--- config.mk ---
export PLATFORM = sky130hd
export DESIGN_NAME = async_start_stop_serial_framer
export DESIGN_NICKNAME = d
export VERILOG_FILES = /design/src/hdl/framer_pkg.sv /design/src/hdl/stream_if.sv /design/src/hdl/async_start_stop_serial_framer.sv /design/src/hdl/tick_divider.sv /design/src/hdl/word_fifo.sv
export SDC_FILE = /design/constraint.sdc
export NUM_CORES = 1
export LEC_CHECK = 0
export BUFFER_PORTS_ARGS = -buffer_cell sky130_fd_sc_hd__buf_2
export CAP_MARGIN = 20
export CORE_ASPECT_RATIO = 1.25
export CORE_UTILIZATION = 30
export DETAILED_ROUTE_END_ITERATION = 8
export REMOVE_ABC_BUFFERS = 1
export SYNTH_ARGS = -nofsm -noshare
export SYNTH_HDL_FRONTEND = slang
export SYNTH_SLANG_ARGS = --single-unit
--- constraint.sdc ---
create_clock -name core_clk -period 9.25 [get_ports core_clk]
set_input_delay 0.925 -clock core_clk [delete_from_list [all_inputs] [get_ports core_clk]]
set_output_delay 0.925 -clock core_clk [all_outputs]
set_load 0.02 [all_outputs]
--- src/hdl/framer_pkg.sv ---
// constants shared by the start-stop serial framer and its helpers
// assumes a single core clock; all serial timing is in 16x ticks
package framer_pkg;
  // core clock
  localparam int CLK_PERIOD_NS = 8;
  localparam int CLK_RATE_HZ = 1000000000 / CLK_PERIOD_NS;
  // oversampling
  localparam int TICKS_PER_BIT = 16;
  localparam logic [3:0] TICK_LAST = 4'hf;
  localparam logic [3:0] SAMPLE_PHASE = 4'h7;
  // stop element lengths in ticks, each less one
  localparam logic [5:0] STOP_ONE = 6'h0f;
  localparam logic [5:0] STOP_ONE_HALF = 6'h17;
  localparam logic [5:0] STOP_TWO = 6'h1f;
  // character length
  localparam int MIN_BITS = 5;
  localparam int MAX_BITS = 8;
  localparam logic [1:0] LEN_5 = 2'h0;
  localparam logic [2:0] MIN_BITS_M1 = 3'h4;
  // fifo and divider defaults
  localparam int FIFO_DEPTH = 16;
  localparam int DIV_WIDTH = 16;
  // reset values
  localparam logic LINE_MARK = 1'b1;
  localparam logic [MAX_BITS-1:0] DATA_RESET = 8'h00;
  localparam logic [15:0] DIV_RESET = 16'h0000;
  typedef enum {TX_IDLE, TX_START, TX_DATA, TX_PARITY, TX_STOP} tx_state_e;
  typedef enum {RX_IDLE, RX_START, RX_DATA, RX_PARITY, RX_STOP} rx_state_e;
endpackage

--- src/hdl/stream_if.sv ---
// valid/ready word stream between the framer's own modules
// assumes both ends sit on the same core clock
`timescale 1ns/1ps
interface stream_if #(parameter int WIDTH = 8);
  logic valid;
  logic ready;
  logic [WIDTH-1:0] data;
  modport src (output valid, output data, input ready);
  modport snk (input valid, input data, output ready);
endinterface

--- src/hdl/async_start_stop_serial_framer.sv ---
// start-stop serial transmitter and receiver with 16x oversampling
// assumes line and control inputs are synchronous to core_clk and that
// the far end uses the same character length, parity and stop setting
`timescale 1ns/1ps
// How it works
// - every sent character begins with one low start element of one bit time.
// - after the last bit the transmitter drives a high stop element.
// - between characters the line stays high for as long as no data waits.
// - the character length is chosen as five to eight data bits for both ends.
// - the stop element is one or two bit times, or one and a half for five bits.
// - the receiver restarts its tick counter on the falling edge of the start.
// - the receiver counts 16x ticks from that edge to find each bit centre.
// - sampling on the eighth tick keeps every sample within 1/16 bit of centre.
// - the receiver looks for a new start right after the stop centre sample.
// - a character interval shortened by up to half a bit is still received.
// - a waiting character is sent at the next tick, with no clock on the line.
// - received characters are presented in parallel with framing bits removed.
// - parity mismatch, missing stop and overrun are flagged per character.
// - the transmit bit time is sixteen ticks of the 16x enable.
module async_start_stop_serial_framer #(
  parameter int DATA_WIDTH = framer_pkg::MAX_BITS,
  parameter int DEPTH = framer_pkg::FIFO_DEPTH,
  parameter int DIV_WIDTH = framer_pkg::DIV_WIDTH
) (
  input wire logic core_clk,
  input wire logic reset_n,
  input wire logic [DIV_WIDTH-1:0] tick_div,
  input wire logic [1:0] word_len,
  input wire logic parity_en,
  input wire logic parity_even,
  input wire logic two_stop,
  input wire logic [DATA_WIDTH-1:0] tx_data,
  input wire logic tx_valid,
  output logic tx_ready,
  output logic tx_line,
  input wire logic rx_line,
  output logic [DATA_WIDTH-1:0] rx_data,
  output logic rx_avail,
  input wire logic rx_unload,
  output logic parity_err,
  output logic frame_err,
  output logic overrun_err
);
  stream_if #(.WIDTH(DATA_WIDTH)) in_s ();
  stream_if #(.WIDTH(DATA_WIDTH)) out_s ();
  logic tick;
  logic [2:0] last_bit;
  logic [DATA_WIDTH-1:0] len_mask;
  framer_pkg::tx_state_e tx_state_reg;
  logic [3:0] tx_cnt_reg;
  logic [5:0] tx_stop_cnt_reg;
  logic [2:0] tx_idx_reg;
  logic [DATA_WIDTH-1:0] tx_shift_reg;
  logic tx_par_reg;
  logic [5:0] stop_ticks;
  logic tx_take;
  framer_pkg::rx_state_e rx_state_reg;
  logic [3:0] rx_cnt_reg;
  logic [2:0] rx_idx_reg;
  logic [DATA_WIDTH-1:0] rx_shift_reg;
  logic rx_prev_reg;
  logic rx_sample;
  logic rx_edge;
  logic rx_done;
  logic rx_done_frame;

  // parity of the bits that belong to the character
  function automatic logic par_of(input logic [DATA_WIDTH-1:0] d,
                                  input logic [DATA_WIDTH-1:0] m, input logic even);
    par_of = (^(d & m)) ^ ~even;
  endfunction

  tick_divider #(.WIDTH(DIV_WIDTH)) u_div (
    .core_clk(core_clk),
    .reset_n(reset_n),
    .div_value(tick_div),
    .tick(tick)
  );

  word_fifo #(.WIDTH(DATA_WIDTH), .DEPTH(DEPTH)) u_fifo (
    .core_clk(core_clk),
    .reset_n(reset_n),
    .in_s(in_s.snk),
    .out_s(out_s.src)
  );

  // user side of the transmit buffer
  assign in_s.valid = tx_valid;
  assign in_s.data = tx_data;
  assign tx_ready = in_s.ready;

  assign last_bit = framer_pkg::MIN_BITS_M1 + {1'b0, word_len};
  // widen the shift count so an eight-bit length does not wrap to zero
  assign len_mask = DATA_WIDTH'(({DATA_WIDTH{1'b1}} << ({1'b0, last_bit} + 4'h1)) ^
                                {DATA_WIDTH{1'b1}});

  always_comb begin
    if (!two_stop) begin
      stop_ticks = framer_pkg::STOP_ONE;
    end else if (word_len == framer_pkg::LEN_5) begin
      stop_ticks = framer_pkg::STOP_ONE_HALF;
    end else begin
      stop_ticks = framer_pkg::STOP_TWO;
    end
  end

  // take a waiting character on a tick
  assign tx_take = (tx_state_reg == framer_pkg::TX_IDLE) && tick && out_s.valid;
  assign out_s.ready = tx_take;

  // transmit sequencer
  always_ff @(posedge core_clk or negedge reset_n) begin
    if (!reset_n) begin
      tx_state_reg <= framer_pkg::TX_IDLE;
      tx_cnt_reg <= '0;
      tx_stop_cnt_reg <= '0;
      tx_idx_reg <= '0;
      tx_shift_reg <= framer_pkg::DATA_RESET;
      tx_par_reg <= 1'b0;
    end else begin
      case (tx_state_reg)
        framer_pkg::TX_IDLE: begin
          if (tx_take) begin
            tx_state_reg <= framer_pkg::TX_START;
            tx_shift_reg <= out_s.data;
            tx_par_reg <= par_of(out_s.data, len_mask, parity_even);
            tx_cnt_reg <= '0;
          end
        end
        framer_pkg::TX_START: begin
          if (tick) begin
            tx_cnt_reg <= tx_cnt_reg + 1'b1;
            if (tx_cnt_reg == framer_pkg::TICK_LAST) begin
              tx_state_reg <= framer_pkg::TX_DATA;
              tx_idx_reg <= '0;
            end
          end
        end
        framer_pkg::TX_DATA: begin
          if (tick) begin
            tx_cnt_reg <= tx_cnt_reg + 1'b1;
            if (tx_cnt_reg == framer_pkg::TICK_LAST) begin
              tx_shift_reg <= tx_shift_reg >> 1;
              tx_idx_reg <= tx_idx_reg + 1'b1;
              if (tx_idx_reg == last_bit) begin
                tx_state_reg <= parity_en ? framer_pkg::TX_PARITY : framer_pkg::TX_STOP;
                tx_stop_cnt_reg <= '0;
              end
            end
          end
        end
        framer_pkg::TX_PARITY: begin
          if (tick) begin
            tx_cnt_reg <= tx_cnt_reg + 1'b1;
            if (tx_cnt_reg == framer_pkg::TICK_LAST) begin
              tx_state_reg <= framer_pkg::TX_STOP;
              tx_stop_cnt_reg <= '0;
            end
          end
        end
        framer_pkg::TX_STOP: begin
          // stop lasts its chosen tick count
          if (tick) begin
            tx_stop_cnt_reg <= tx_stop_cnt_reg + 1'b1;
            if (tx_stop_cnt_reg >= stop_ticks) begin
              tx_state_reg <= framer_pkg::TX_IDLE;
            end
          end
        end
        default: tx_state_reg <= framer_pkg::TX_IDLE;
      endcase
    end
  end

  // line driver, one flop for all levels
  always_ff @(posedge core_clk or negedge reset_n) begin
    if (!reset_n) begin
      tx_line <= framer_pkg::LINE_MARK;
    end else begin
      case (tx_state_reg)
        framer_pkg::TX_START: tx_line <= 1'b0;
        framer_pkg::TX_DATA: tx_line <= tx_shift_reg[0];
        framer_pkg::TX_PARITY: tx_line <= tx_par_reg;
        framer_pkg::TX_STOP: tx_line <= framer_pkg::LINE_MARK;
        default: tx_line <= framer_pkg::LINE_MARK;
      endcase
    end
  end

  // falling edge seen at tick rate
  assign rx_edge = tick && rx_prev_reg && !rx_line;
  assign rx_sample = tick && (rx_cnt_reg == framer_pkg::SAMPLE_PHASE);
  assign rx_done = rx_sample && (rx_state_reg == framer_pkg::RX_STOP);
  assign rx_done_frame = rx_done && !rx_line;

  // receive sequencer
  always_ff @(posedge core_clk or negedge reset_n) begin
    if (!reset_n) begin
      rx_state_reg <= framer_pkg::RX_IDLE;
      rx_cnt_reg <= '0;
      rx_idx_reg <= '0;
      rx_shift_reg <= framer_pkg::DATA_RESET;
      rx_prev_reg <= framer_pkg::LINE_MARK;
    end else begin
      if (tick) begin
        rx_prev_reg <= rx_line;
      end
      // free running tick count after the edge
      if (tick) begin
        rx_cnt_reg <= rx_cnt_reg + 1'b1;
      end
      case (rx_state_reg)
        framer_pkg::RX_IDLE: begin
          if (rx_edge) begin
            rx_state_reg <= framer_pkg::RX_START;
            rx_cnt_reg <= '0;
            rx_shift_reg <= '0;
          end
        end
        framer_pkg::RX_START: begin
          if (rx_sample) begin
            rx_state_reg <= rx_line ? framer_pkg::RX_IDLE : framer_pkg::RX_DATA;
            rx_idx_reg <= '0;
          end
        end
        framer_pkg::RX_DATA: begin
          // first data bit lands in bit zero
          if (rx_sample) begin
            rx_shift_reg[rx_idx_reg] <= rx_line;
            rx_idx_reg <= rx_idx_reg + 1'b1;
            if (rx_idx_reg == last_bit) begin
              rx_state_reg <= parity_en ? framer_pkg::RX_PARITY : framer_pkg::RX_STOP;
            end
          end
        end
        framer_pkg::RX_PARITY: begin
          if (rx_sample) begin
            rx_state_reg <= framer_pkg::RX_STOP;
          end
        end
        framer_pkg::RX_STOP: begin
          // leaves half a bit for an early start
          if (rx_sample) begin
            rx_state_reg <= framer_pkg::RX_IDLE;
          end
        end
        default: rx_state_reg <= framer_pkg::RX_IDLE;
      endcase
    end
  end

  // parity check register, taken at the parity centre
  logic rx_par_bad_reg;
  always_ff @(posedge core_clk or negedge reset_n) begin
    if (!reset_n) begin
      rx_par_bad_reg <= 1'b0;
    end else if (rx_edge && rx_state_reg == framer_pkg::RX_IDLE) begin
      rx_par_bad_reg <= 1'b0;
    end else if (rx_sample && rx_state_reg == framer_pkg::RX_PARITY) begin
      rx_par_bad_reg <= rx_line != par_of(rx_shift_reg, len_mask, parity_even);
    end
  end

  always_ff @(posedge core_clk or negedge reset_n) begin
    if (!reset_n) begin
      rx_data <= framer_pkg::DATA_RESET;
      rx_avail <= 1'b0;
    end else begin
      if (rx_done) begin
        rx_data <= rx_shift_reg & len_mask;
      end
      // new character wins over an unload in the same cycle
      if (rx_done) begin
        rx_avail <= 1'b1;
      end else if (rx_unload) begin
        rx_avail <= 1'b0;
      end
    end
  end

  always_ff @(posedge core_clk or negedge reset_n) begin
    if (!reset_n) begin
      parity_err <= 1'b0;
      frame_err <= 1'b0;
      overrun_err <= 1'b0;
    end else if (rx_done) begin
      parity_err <= parity_en && rx_par_bad_reg;
      frame_err <= rx_done_frame;
      overrun_err <= rx_avail && !rx_unload;
    end
  end

  // ticks counted from the start edge, kept for the checks only
  logic [7:0] rx_ticks_reg;
  always_ff @(posedge core_clk or negedge reset_n) begin
    if (!reset_n) begin
      rx_ticks_reg <= '0;
    end else if (rx_edge && rx_state_reg == framer_pkg::RX_IDLE) begin
      rx_ticks_reg <= '0;
    end else if (tick) begin
      rx_ticks_reg <= rx_ticks_reg + 1'b1;
    end
  end

  // checks
  idle_mark_a: assert property (@(posedge core_clk) disable iff (!reset_n)
    $past(tx_state_reg == framer_pkg::TX_IDLE) && tx_state_reg == framer_pkg::TX_IDLE
    |-> tx_line) else $error("line not at mark while idle");
  start_space_a: assert property (@(posedge core_clk) disable iff (!reset_n)
    $past(tx_state_reg == framer_pkg::TX_START) && tx_state_reg == framer_pkg::TX_START
    |-> !tx_line) else $error("start element not at space");
  start_length_a: assert property (@(posedge core_clk) disable iff (!reset_n)
    $past(tx_state_reg == framer_pkg::TX_START) && tx_state_reg == framer_pkg::TX_DATA
    |-> $past(tx_cnt_reg) == 4'hf && $past(tick)) else $error("start not sixteen ticks");
  stop_mark_a: assert property (@(posedge core_clk) disable iff (!reset_n)
    $past(tx_state_reg == framer_pkg::TX_STOP) |-> tx_line) else $error("stop not at mark");
  word_bits_a: assert property (@(posedge core_clk) disable iff (!reset_n)
    $past(tx_state_reg == framer_pkg::TX_DATA) && tx_state_reg != framer_pkg::TX_DATA
    |-> $past(tx_idx_reg) == $past(last_bit)) else $error("wrong data bit count");
  stop_len_a: assert property (@(posedge core_clk) disable iff (!reset_n)
    $past(tx_state_reg == framer_pkg::TX_STOP) && tx_state_reg == framer_pkg::TX_IDLE
    |-> $past(tx_stop_cnt_reg) == $past(stop_ticks)) else $error("stop length wrong");
  send_prompt_a: assert property (@(posedge core_clk) disable iff (!reset_n)
    tx_take |=> tx_state_reg == framer_pkg::TX_START ##1 !tx_line)
    else $error("waiting character not started");
  edge_restart_a: assert property (@(posedge core_clk) disable iff (!reset_n)
    rx_edge && rx_state_reg == framer_pkg::RX_IDLE
    |=> rx_cnt_reg == 4'h0 && rx_state_reg == framer_pkg::RX_START)
    else $error("counter not restarted on start edge");
  sample_phase_a: assert property (@(posedge core_clk) disable iff (!reset_n)
    rx_sample && rx_state_reg == framer_pkg::RX_DATA
    |-> rx_ticks_reg == {1'b0, rx_idx_reg, 4'h7} + 8'h10) else $error("sample off centre");
  rearm_stop_a: assert property (@(posedge core_clk) disable iff (!reset_n)
    rx_done |=> rx_state_reg == framer_pkg::RX_IDLE) else $error("receiver not rearmed");
  present_char_a: assert property (@(posedge core_clk) disable iff (!reset_n)
    rx_done |=> rx_avail && rx_data == ($past(rx_shift_reg) & $past(len_mask)))
    else $error("character not presented");
  overrun_flag_a: assert property (@(posedge core_clk) disable iff (!reset_n)
    rx_done && rx_avail && !rx_unload |=> overrun_err) else $error("overrun not flagged");
  char_sent_c: cover property (@(posedge core_clk) disable iff (!reset_n)
    tx_state_reg == framer_pkg::TX_STOP ##1 tx_state_reg == framer_pkg::TX_IDLE);
  char_recv_c: cover property (@(posedge core_clk) disable iff (!reset_n) rx_done);
  overrun_c: cover property (@(posedge core_clk) disable iff (!reset_n)
    rx_done && rx_avail);
  fifo_full_c: cover property (@(posedge core_clk) disable iff (!reset_n) !tx_ready);
endmodule

--- src/hdl/tick_divider.sv ---
// divider that makes the 16x oversampling enable pulse
// assumes div_value is held steady; a value of n gives one tick per n+1 clocks
`timescale 1ns/1ps
module tick_divider #(
  parameter int WIDTH = framer_pkg::DIV_WIDTH
) (
  input wire logic core_clk,
  input wire logic reset_n,
  input wire logic [WIDTH-1:0] div_value,
  output logic tick
);
  logic [WIDTH-1:0] count_reg;

  // count up and pulse on wrap
  always_ff @(posedge core_clk or negedge reset_n) begin
    if (!reset_n) begin
      count_reg <= '0;
      tick <= 1'b0;
    end else if (count_reg >= div_value) begin
      count_reg <= '0;
      tick <= 1'b1;
    end else begin
      count_reg <= count_reg + 1'b1;
      tick <= 1'b0;
    end
  end
endmodule

--- src/hdl/word_fifo.sv ---
// synchronous first-in first-out buffer with valid/ready on both sides
// assumes one clock; reads and writes may happen in the same cycle
`timescale 1ns/1ps
module word_fifo #(
  parameter int WIDTH = 8,
  parameter int DEPTH = framer_pkg::FIFO_DEPTH
) (
  input wire logic core_clk,
  input wire logic reset_n,
  stream_if.snk in_s,
  stream_if.src out_s
);
  localparam int AW = $clog2(DEPTH);
  logic [WIDTH-1:0] mem [DEPTH];
  logic [AW-1:0] wr_ptr_reg;
  logic [AW-1:0] rd_ptr_reg;
  logic [AW:0] count_reg;
  logic push;
  logic pop;

  // honest full and empty flags
  assign in_s.ready = (count_reg != DEPTH[AW:0]);
  assign out_s.valid = (count_reg != '0);
  assign out_s.data = mem[rd_ptr_reg];
  assign push = in_s.valid && in_s.ready;
  assign pop = out_s.valid && out_s.ready;

  // storage write
  always_ff @(posedge core_clk) begin
    if (push) begin
      mem[wr_ptr_reg] <= in_s.data;
    end
  end

  // pointers and fill level
  always_ff @(posedge core_clk or negedge reset_n) begin
    if (!reset_n) begin
      wr_ptr_reg <= '0;
      rd_ptr_reg <= '0;
      count_reg <= '0;
    end else begin
      if (push) begin
        wr_ptr_reg <= (wr_ptr_reg == AW'(DEPTH - 1)) ? '0 : wr_ptr_reg + 1'b1;
      end
      if (pop) begin
        rd_ptr_reg <= (rd_ptr_reg == AW'(DEPTH - 1)) ? '0 : rd_ptr_reg + 1'b1;
      end
      if (push && !pop) begin
        count_reg <= count_reg + 1'b1;
      end else if (pop && !push) begin
        count_reg <= count_reg - 1'b1;
      end
    end
  end
endmodule

==> results of run 1 <==
metal layers:
metal  track usage  vias to the layer above  wire length (um)
met5             0                        -                 0
met4        0.0361                        0               552
met3        0.0166                       34               658
met2         0.213                      116             10200
met1         0.144                     3082              8860
li1              -                     3104                 -
area by class of cell:
| type | count | area, um2 | area share |
|---|---|---|---|
| Clock inverter | 19 | 263 | 0.0225 |
| Inverter | 32 | 120 | 0.0103 |
| Sequential cell | 216 | 6050 | 0.517 |
| Multi-Input combinational cell | 531 | 3800 | 0.325 |
| Timing Repair Buffer | 57 | 313 | 0.0268 |
| Tap cell | 423 | 529 | 0.0453 |
| Clock buffer | 25 | 614 | 0.0526 |
power groups by stage:
stage	combinational (W)	sequential, W	clock [W]
after floorplan	0.000284	0.00121	0
after global placement	0.000382	0.00123	0
after detailed placement	0.000391	0.00123	0
after CTS	0.000393	0.00121	0.00107
after global routing	0.000439	0.00123	0.00110
final	0.000385	0.00121	0.00105
how the worst max path moves through the flow:
stage                               startpoint                   to  slack, ns  cells past startpoint
after detailed placement           tick_div[0]   u_div.count_reg[9]       5.79                     11
after floorplan           u_fifo.rd_ptr_reg[0]           tx_par_reg       5.69                      8
final                          tx_state_reg[0]  u_fifo.count_reg[4]       6.11                     11
after CTS                      tx_state_reg[0]  u_fifo.count_reg[4]       6.11                     11
after global routing           tx_state_reg[0]  u_fifo.count_reg[4]       5.83                     11
after global placement             tick_div[0]  u_div.count_reg[15]       5.81                     11
stage by stage:
step	hold WS (ns)	cells	cell area [um2]	total power (W)
floorplan	0.441	779	9970	0.00149
global placement	0.456	1258	10800	0.00161
detailed placement	0.465	1258	10800	0.00162
CTS	0.329	1302	11700	0.00267
global route	0.346	1303	11700	0.00277
finish	0.327	1303	11700	0.00264
cells by family after synthesis:
kind of cell,count (synthesis)
simple gates,208
mux,66
buf+inv,73
flops,216
xor+xnor,47
fa+ha+maj,34
compound gates,176
cells in the mapped netlist, drive strengths merged (16+ instances only):
| library cell | count |
|---|---|
| a221oi | 17 |
| a21oi | 29 |
| edfxtp | 128 |
| dfrtp | 86 |
| nor2 | 42 |
| nand2 | 93 |
| clkbuf | 28 |
| ha | 33 |
| inv | 32 |
| mux4 | 16 |
| mux2i | 40 |
| o21ai | 69 |
| xnor2 | 34 |
| nand3 | 24 |
critical path, cell delays in order, from the launching register on:
cell and delay, ns:
dfrtp_1 0.52, nor2_1 0.47, o211a_1 0.43, inv_1 0.21
ha_1 0.26, inv_1 0.14, ha_1 0.29, a21o_1 0.19
a21oi_1 0.17, xnor2_1 0.13, nor2_1 0.06, xor2_1 0.14
==> impl_metrics.tcl, run 1 <==
set metrics [dict create \
    syn_inst 820 \
    mostFrequentLayoutCell "edfxtp_1" \
    yosysSeqAreaShare 0.595 \
    worst_pin_slew_ns 0.982 \
    core_um2 33500 \
    cts_buffers 24 \
    cts_root_buf "clkbuf_16" \
    fillerInstances 3184 \
    r2r_start "tx_state_reg[0]" \
    syn2layout_area_growth_pct 15.0 \
    wl_um 20300 \
    muxShareOfSynthArea 0.0859 \
    cp_max_fo 15 \
    hold_path.class "input port to asynchronous set/reset pin" \
    gr-total-overflow 0 \
    min_period_over_period 0.339 \
    synth_top_area_frac 0.378 \
    syn_area_per_cell_um2 12.4 \
    yosys_warnings 0 \
    die_h_um 208 \
    power_frac_seq 0.459 \
    fin_util 0.349 \
    internal-power_w 0.00194 \
    ios 48 \
    synth_top_family_by_area "compound AO/OA/AOI/OAI gates" \
    fmax_mhz 319 \
    cts_buffer_depth 3 \
    finalWeightedCongestion 0.769 \
    final.min_clock_period_ns 3.14 \
    cp.arrival_ns 3.54 \
    drt_drc_violations_left 0 \
    fp.dieW_um 167 \
    port_buffers 47 \
    status "finished, final reports clean" \
    nets 930 \
    skew_ns 0.00664 \
    grt_antenna_before_repair 0 \
    cts_hold_buffers 0 \
    p_leak_nw 4.54 \
    layout_setup_ws_ns 6.11 \
    clkPwrFrac 0.396 \
    fp-row-count 75 \
    dp_slack_ns 5.79 \
    grt.total_usage 0.118 \
    pwr-share-comb 0.146 \
    grt_max_degree 62 \
    synth_area_leaders "edfxtp_1 38%, dfrtp_1 21%, ha_1 4.1%, mux2i_1 3.9%, mux4_2 3.5%" \
    crit_required_ns 9.66 \
    yosys.area_share.simple 0.0917 \
    drv_slew 0 \
    ant_nets 0 \
    r2r-end "u_fifo.count_reg[4]" \
    initial_utilization 0.303 \
    final_cell_mix "128 x edfxtp_1, 93 x nand2_1, 85 x dfrtp_1, 67 x o21ai_0, 46 x buf_2" \
    rsz0062_at_grt "false" \
    die_area_um2 34600 \
    vias 6336 \
    synth_ff_type "edfxtp_1" \
    p_sw_w 0.000702 \
    synth-compound-area-share 0.113 \
    grt_pass1_wl_um 33100 \
    post_drt_wl_per_cell_um 15.6 \
    end_kind "flop" \
    finalHoldViolations 0 \
    grt_pass1_vias 6309 \
    ir_drop_mv 0.127 \
    synth_edf_count 128 \
    critPathKind "flop to flop" \
    drt_iter0_drc 352 \
    largest_register_ffs 128 \
    synth_cell_types 55 \
    drt_pass1_iterations 4 \
    cts-htree-levels 1 \
    clk_latency_ns 0.52 \
    ys_seq_elements 216 \
    sw_frac_of_total 0.266 \
    synth_fa_ha_area_frac 0.0426 \
    reg2reg_slack_ns 6.11 \
    start_kind "flop" \
    synth_xor_xnor_area_share 0.0405 \
    post_cts_resize_count 0 \
    place_hpwl_um 13600 \
    yosysTopAreaCell "edfxtp_1" \
    clkTransAtPathRegs_ns 0.06 \
    p_per_area_nw_per_um2 226 \
    cts_tree "yes" \
    viasPerCell 4.86 \
    postCtsSetupRepairBufs 0 \
    drv_cap 0 \
    slew_headroom 0.339 \
    drive_gt1_frac 0.156 \
    netlist_area_um2 10200 \
    r2r.worst_path.cells 11 \
    setup_violations 0 \
    clkSinkCount 216 \
    finalSetupTns_ns 0 \
    async_flop_share 0.407 \
    insertedDiodeCount 0 \
]
Note: power is estimated with default switching activity, not from simulation.
==> run 2, diff against run 1 <==
==> constraint.sdc (replaced) <==
create_clock -name core_clk -period 2.82 [get_ports core_clk]
set_input_delay 0.282 -clock core_clk [delete_from_list [all_inputs] [get_ports core_clk]]
set_output_delay 0.282 -clock core_clk [all_outputs]
set_load 0.02 [all_outputs]
==> run 2 against run 1 <==
  * Sequential power grew to 3.2 times the previous value
  * Die area is the same
  * Combinational power grew to 3.7 times the previous value
  * First-iteration DRC count grew 5.1%
  * Worst hold slack lost 0.30 ns
  * Core utilization grew 0.61 points
  * Via count grew 2.6%
  * Critical path type unchanged
  * Critical endpoint is now u_div.count_reg[1]
  * Highest routed layer unchanged
==> impl_metrics.tcl, run 2 (same netlist as run 1, synthesis figures left out) <==
set metrics [dict create \
    status "finished, final reports clean" \
    finalSetupTns_ns 0 \
    hold_path.class "input port to flop" \
    grt_pass1_vias 6533 \
    drive_gt1_frac 0.191 \
    drv_slew 0 \
    multi_input_area_um2 3840 \
    clkSinkCount 216 \
    cts_buffer_depth 3 \
    min_to "rx_avail" \
    cts_root_buf "clkbuf_16" \
    drv_cap 0 \
    ant_nets 0 \
    port_buffers 47 \
    mostFrequentLayoutCell "edfxtp_1" \
    rsz0062_at_grt "true" \
    fillerInstances 3221 \
    cts_tree "yes" \
    fp.dieW_um 167 \
    layout_setup_ws_ns 0.0770 \
    initial_utilization 0.303 \
    reg2reg_slack_ns 0.08 \
    insertedDiodeCount 0 \
    fmax_mhz 365 \
    syn2layout_area_growth_pct 17.0 \
    grt_pass1_wl_um 33900 \
    dp_slack_ns -0.0233 \
    whs_path_depth 3 \
    clk_latency_ns 0.53 \
    p_leak_nw 4.70 \
    p_per_area_nw_per_um2 699 \
    r2r-end "u_div.count_reg[1]" \
    skew_ns 0.0162 \
    start_kind "flop" \
    grt_max_degree 46 \
    post_drt_wl_per_cell_um 15.4 \
    ir_drop_mv 0.391 \
    r2r.worst_path.cells 11 \
    min_period_over_period 0.973 \
    grt_antenna_before_repair 0 \
    r2r_start "u_div.count_reg[0]" \
    final_cell_mix "128 x edfxtp_1, 93 x nand2_1, 85 x dfrtp_1, 67 x o21ai_0, 46 x buf_2" \
    worst_pin_slew_ns 0.899 \
    clkTransAtPathRegs_ns 0.06 \
    crit_required_ns 3.26 \
    end_kind "flop" \
    nets 968 \
    viasPerCell 4.85 \
    wl_um 20600 \
    final.min_clock_period_ns 2.74 \
    register_area_um2 6050 \
    setup_violations 0 \
    fp-row-count 75 \
    die_area_um2 34600 \
    largest_register_ffs 128 \
    drt_pass1_iterations 5 \
    drt_iter0_drc 370 \
    critPathKind "flop to flop" \
    finalHoldViolations 0 \
    cts_buffers 24 \
    postCtsSetupRepairBufs 0 \
    cts-htree-levels 1 \
    slew_headroom 0.399 \
    vias 6499 \
    core_um2 33500 \
    grt.total_usage 0.121 \
    cp.arrival_ns 3.19 \
    drt_drc_violations_left 0 \
    cp_max_fo 8 \
    finalWeightedCongestion 0.767 \
    ios 48 \
    die_h_um 208 \
    gr-total-overflow 0 \
    min-delay-start "rx_unload" \
    place_hpwl_um 14400 \
]
[run 2: cell count changes in the layout (fill, tap and decap cells not counted), sizes merged]
| cell | previous run | this run |
|---|---|---|
| clkbuf | 25 | 29 |
| bufinv | 6 | 1 |
| clkinvlp | 2 | 0 |
| dlygate4sd3 | 0 | 1 |
| buf | 57 | 93 |
| a221o | 1 | 2 |
| inv | 34 | 32 |
| clkinv | 9 | 12 |
[run 2: power by group]
part,internal [W],switching [W]
combinational,0.000634,0.000809
sequential,0.00368,0.000246
clock,0.00169,0.00126
total,0.00600,0.00232
[run 2: layout make-up]
| class | instances | share of cell area |
|---|---|---|
| Clock buffer | 29 | 0.0529 |
| Clock inverter | 13 | 0.00947 |
| Inverter | 32 | 0.0101 |
| Multi-Input combinational cell | 532 | 0.322 |
| Sequential cell | 216 | 0.509 |
| Tap cell | 423 | 0.0445 |
| Timing Repair Buffer | 94 | 0.0520 |
[run 2: critical path: stages (launching register included)]
cell	delay, ns
dfrtp_1	0.38
inv_1	0.09
ha_1	0.22
nand2b_1	0.14
a21o_1	0.17
a21o_1	0.16
a21o_1	0.16
a21o_1	0.17
a21o_1	0.17
a211o_1	0.31
a221o_4	0.53
a21oi_1	0.17
[run 2: what timing repair did]
item,CTS,global route
pin swaps,1,4
endpoints found under the setup margin,6,9
gates resized for setup,1,4
hold endpoints to repair,41,0
gates cloned,0,1
hold buffers,1,0
[run 2: stage by stage]
| stage | hold WS, ns | instance area [um2] | cells | total power, W | util |
|---|---|---|---|---|---|
| after floorplan | -0.0136 | 9970 | 779 | 0.00490 | - |
| after CTS | 0.0173 | 11900 | 1338 | 0.00841 | 0.354 |
| final | 0.0317 | 11900 | 1339 | 0.00832 | 0.355 |
| after global placement | 0.343 | 11100 | 1295 | 0.00539 | 0.332 |
| after global routing | 0.0423 | 11900 | 1339 | 0.00875 | 0.355 |
| after detailed placement | 0.351 | 11100 | 1295 | 0.00543 | 0.332 |
[run 2: layer usage]
layer  track usage  part of all wire  routed length, um  vias to the layer above
met3        0.0198             0.033                681                       44
met5             0                 0                  0                        -
met2         0.209              0.50              10300                      113
met4        0.0402             0.028                567                        0
li1              -                 -                  -                     3189
met1         0.153              0.44               9090                     3153
[run 2: how the worst max path moves through the flow]
stage / startpoint / cells past startpoint / end / slack [ns]
CTS: u_div.count_reg[0] / 11 / u_div.count_reg[2] / 0.04
global route: u_div.count_reg[0] / 11 / u_div.count_reg[3] / -0.02
floorplan: u_fifo.rd_ptr_reg[0] / 8 / tx_par_reg / -0.74
global placement: tick_div[0] / 11 / u_div.count_reg[3] / 0.04
finish: u_div.count_reg[0] / 11 / u_div.count_reg[1] / 0.08
detailed placement: u_div.count_reg[0] / 11 / u_div.count_reg[2] / -0.02
==> run 3, diff against run 2 <==
--- a/config.mk
+++ b/config.mk
@@ -7,9 +7,12 @@
 export LEC_CHECK = 0
 export BUFFER_PORTS_ARGS = -buffer_cell sky130_fd_sc_hd__buf_2
 export CAP_MARGIN = 20
+export CELL_PAD_IN_SITES_DETAIL_PLACEMENT = 1
+export CELL_PAD_IN_SITES_GLOBAL_PLACEMENT = 2
 export CORE_ASPECT_RATIO = 1.25
 export CORE_UTILIZATION = 30
 export DETAILED_ROUTE_END_ITERATION = 8
+export PLACE_DENSITY_LB_ADDON = 0.1
 export REMOVE_ABC_BUFFERS = 1
 export SYNTH_ARGS = -nofsm -noshare
 export SYNTH_HDL_FRONTEND = slang
==> run 3 against run 2 <==
  * Clock skew is 0.0033 ns lower
  * Sequential power hardly changed
  * Non-clock buffer count is 11 higher
  * Worst setup slack better by 0.025 ns
  * Design area is 1.7% higher
  * Global-route usage is 2.8 points higher
  * Combinational power is 8% higher
  * Sequential cell count stayed put
  * Sequential share of layout area is 0.85 points lower
  * Core utilization is 0.61 points higher
  * Total power is 5.3% higher
  * First-iteration DRC count is 27% lower
  * Critical path type unchanged
  * Largest power group unchanged
==> impl_metrics.tcl, run 3 (same netlist as run 1, synthesis figures left out) <==
set metrics [dict create \
    hold_slack_ns 0.0315 \
    finalSetupTns_ns 0 \
    fp.dieW_um 167 \
    die_h_um 208 \
    grt_antenna_before_repair 0 \
    finalHoldViolations 0 \
    path_cells "inv_2 > ha_1 > nand2b_4 > a21o_1 > a21o_1 > a21o_1 > a21o_1 > a21o_1 > a211o_1 > a221o_2 > a21oi_2" \
    viasPerCell 4.93 \
    grt_pass1_wl_um 40800 \
    ir_drop_mv 0.500 \
    syn2layout_area_growth_pct 19.0 \
    drive_gt1_frac 0.208 \
    ant_nets 0 \
    min_period_over_period 0.964 \
    grt_max_degree 38 \
    cp.arrival_ns 3.17 \
    drt_pass1_iterations 4 \
    clkPwrFrac 0.374 \
    placed_area_um2 11200 \
    fin_util 0.361 \
    worst_pin_slew_ns 0.569 \
    mostFrequentLayoutCell "edfxtp_1" \
    register_area_um2 6050 \
    hold_path.class "input port to flop" \
    die_area_um2 34600 \
    final.min_clock_period_ns 2.72 \
    clkTransAtPathRegs_ns 0.06 \
    start_kind "flop" \
    cp_max_fo 7 \
    cp_slowest_cell "a221o_2" \
    vias 6677 \
    clkSinkCount 216 \
    crit_family "compound AO/OA/AOI/OAI gates" \
    critical-path-max-stage-delay_ns 0.53 \
    grt.total_usage 0.149 \
    drv_cap 0 \
    wl_um 25100 \
    skew_ns 0.0129 \
    drt_iter0_drc 269 \
    fp-row-count 75 \
    slew_headroom 0.621 \
    final_cell_mix "128 x edfxtp_1, 93 x nand2_1, 84 x dfrtp_1, 67 x o21ai_0, 56 x buf_4" \
    p_per_area_nw_per_um2 724 \
    cts_tree "yes" \
    nets 981 \
    core_um2 33500 \
    setup_violations 0 \
    multi_input_area_um2 3860 \
    grt_pass1_vias 7273 \
    p_sw_w 0.00240 \
    port_buffers 47 \
    crit_buf_inv 1 \
    cts-htree-levels 1 \
    status "finished, final reports clean" \
    end_kind "flop" \
    rsz0062_at_grt "false" \
    fmax_mhz 368 \
    crit_required_ns 3.27 \
    insertedDiodeCount 0 \
    critPathKind "flop to flop" \
    gr-total-overflow 0 \
    post_drt_wl_per_cell_um 18.6 \
    p_total_w 0.00876 \
    fin_area_um2 12100 \
    largest_register_ffs 128 \
    place_hpwl_um 17900 \
    clk_latency_ns 0.52 \
    drv_slew 0 \
    pwr-share-comb 0.177 \
    initial_utilization 0.303 \
    path_common_cell "a21o_1" \
    cts_buffers 26 \
    finalWeightedCongestion 0.729 \
    drt_drc_violations_left 0 \
    cts_root_buf "clkbuf_16" \
    internal-power_w 0.00636 \
    fillerInstances 3564 \
    power_frac_seq 0.449 \
    cts_buffer_depth 3 \
    p_leak_nw 4.79 \
    sw_frac_of_total 0.274 \
    ios 48 \
]
run 3: layer usage:
layer	routed length [um]	vias to the layer above	track usage
li1	-	3210	-
met1	10700	3352	0.180
met2	13300	89	0.278
met3	709	26	0.0200
met4	374	0	0.0335
met5	0	-	0
run 3: path summary, 6_finish.rpt:
kind / start / endpoint / slack [ns] / depth (start not counted)
setup / recovery: u_div.count_reg[0] / u_div.count_reg[7] / 0.10 / 11
hold / removal: rx_unload / rx_avail / 0.03 / 3
setup reg to reg: u_div.count_reg[0] / u_div.count_reg[7] / 0.10 / 11
hold reg to reg: rx_data[7] / rx_data[7] / 0.47 / 2
max in group asynchronous: reset_n / tx_line / 1.84 / 3
min in group asynchronous: reset_n / u_div.count_reg[1] / 0.22 / 2
run 3: area by class of cell:
type	instances	share of cell area
sequential	216	0.500
clock inverter	13	0.0117
tap	423	0.0437
multi-input combinational	532	0.319
timing repair buffer	105	0.0579
inverter	32	0.00993
clock buffer	32	0.0574
run 3: through the flow:
stage          setup slack (ns)  std cells
2_1_floorplan            -0.745        779
3_5_place_dp            -0.0569       1306
6_report                  0.102       1353
5_1_grt                 0.00227       1353
4_1_cts                  0.0217       1352
3_3_place_gp            -0.0176       1306
run 3: what timing repair did:
action	4_1_cts	5_1_grt
pin swaps	1	4
gates cloned	0	1
gates resized for setup	1	11
setup endpoints to repair	15	16
hold buffers	1	0
hold endpoints to repair	24	0
buffers inserted	0	0
run 3: worst register-to-register path, delay by kind of cell (launching register included):
kind	cells	cell delay, ns
compound gates	8	1.86
flops	1	0.35
fa+ha+maj	1	0.26
simple gates	1	0.13
buf+inv	1	0.04
run 3: power by group through the flow:
stage | Clock [W] | Combinational, W | Sequential [W]
2_1_floorplan | 0 | 0.000931 | 0.00397
3_3_place_gp | 0 | 0.00146 | 0.00397
3_5_place_dp | 0 | 0.00153 | 0.00400
4_1_cts | 0.00338 | 0.00155 | 0.00394
5_1_grt | 0.00350 | 0.00175 | 0.00397
6_report | 0.00328 | 0.00155 | 0.00394
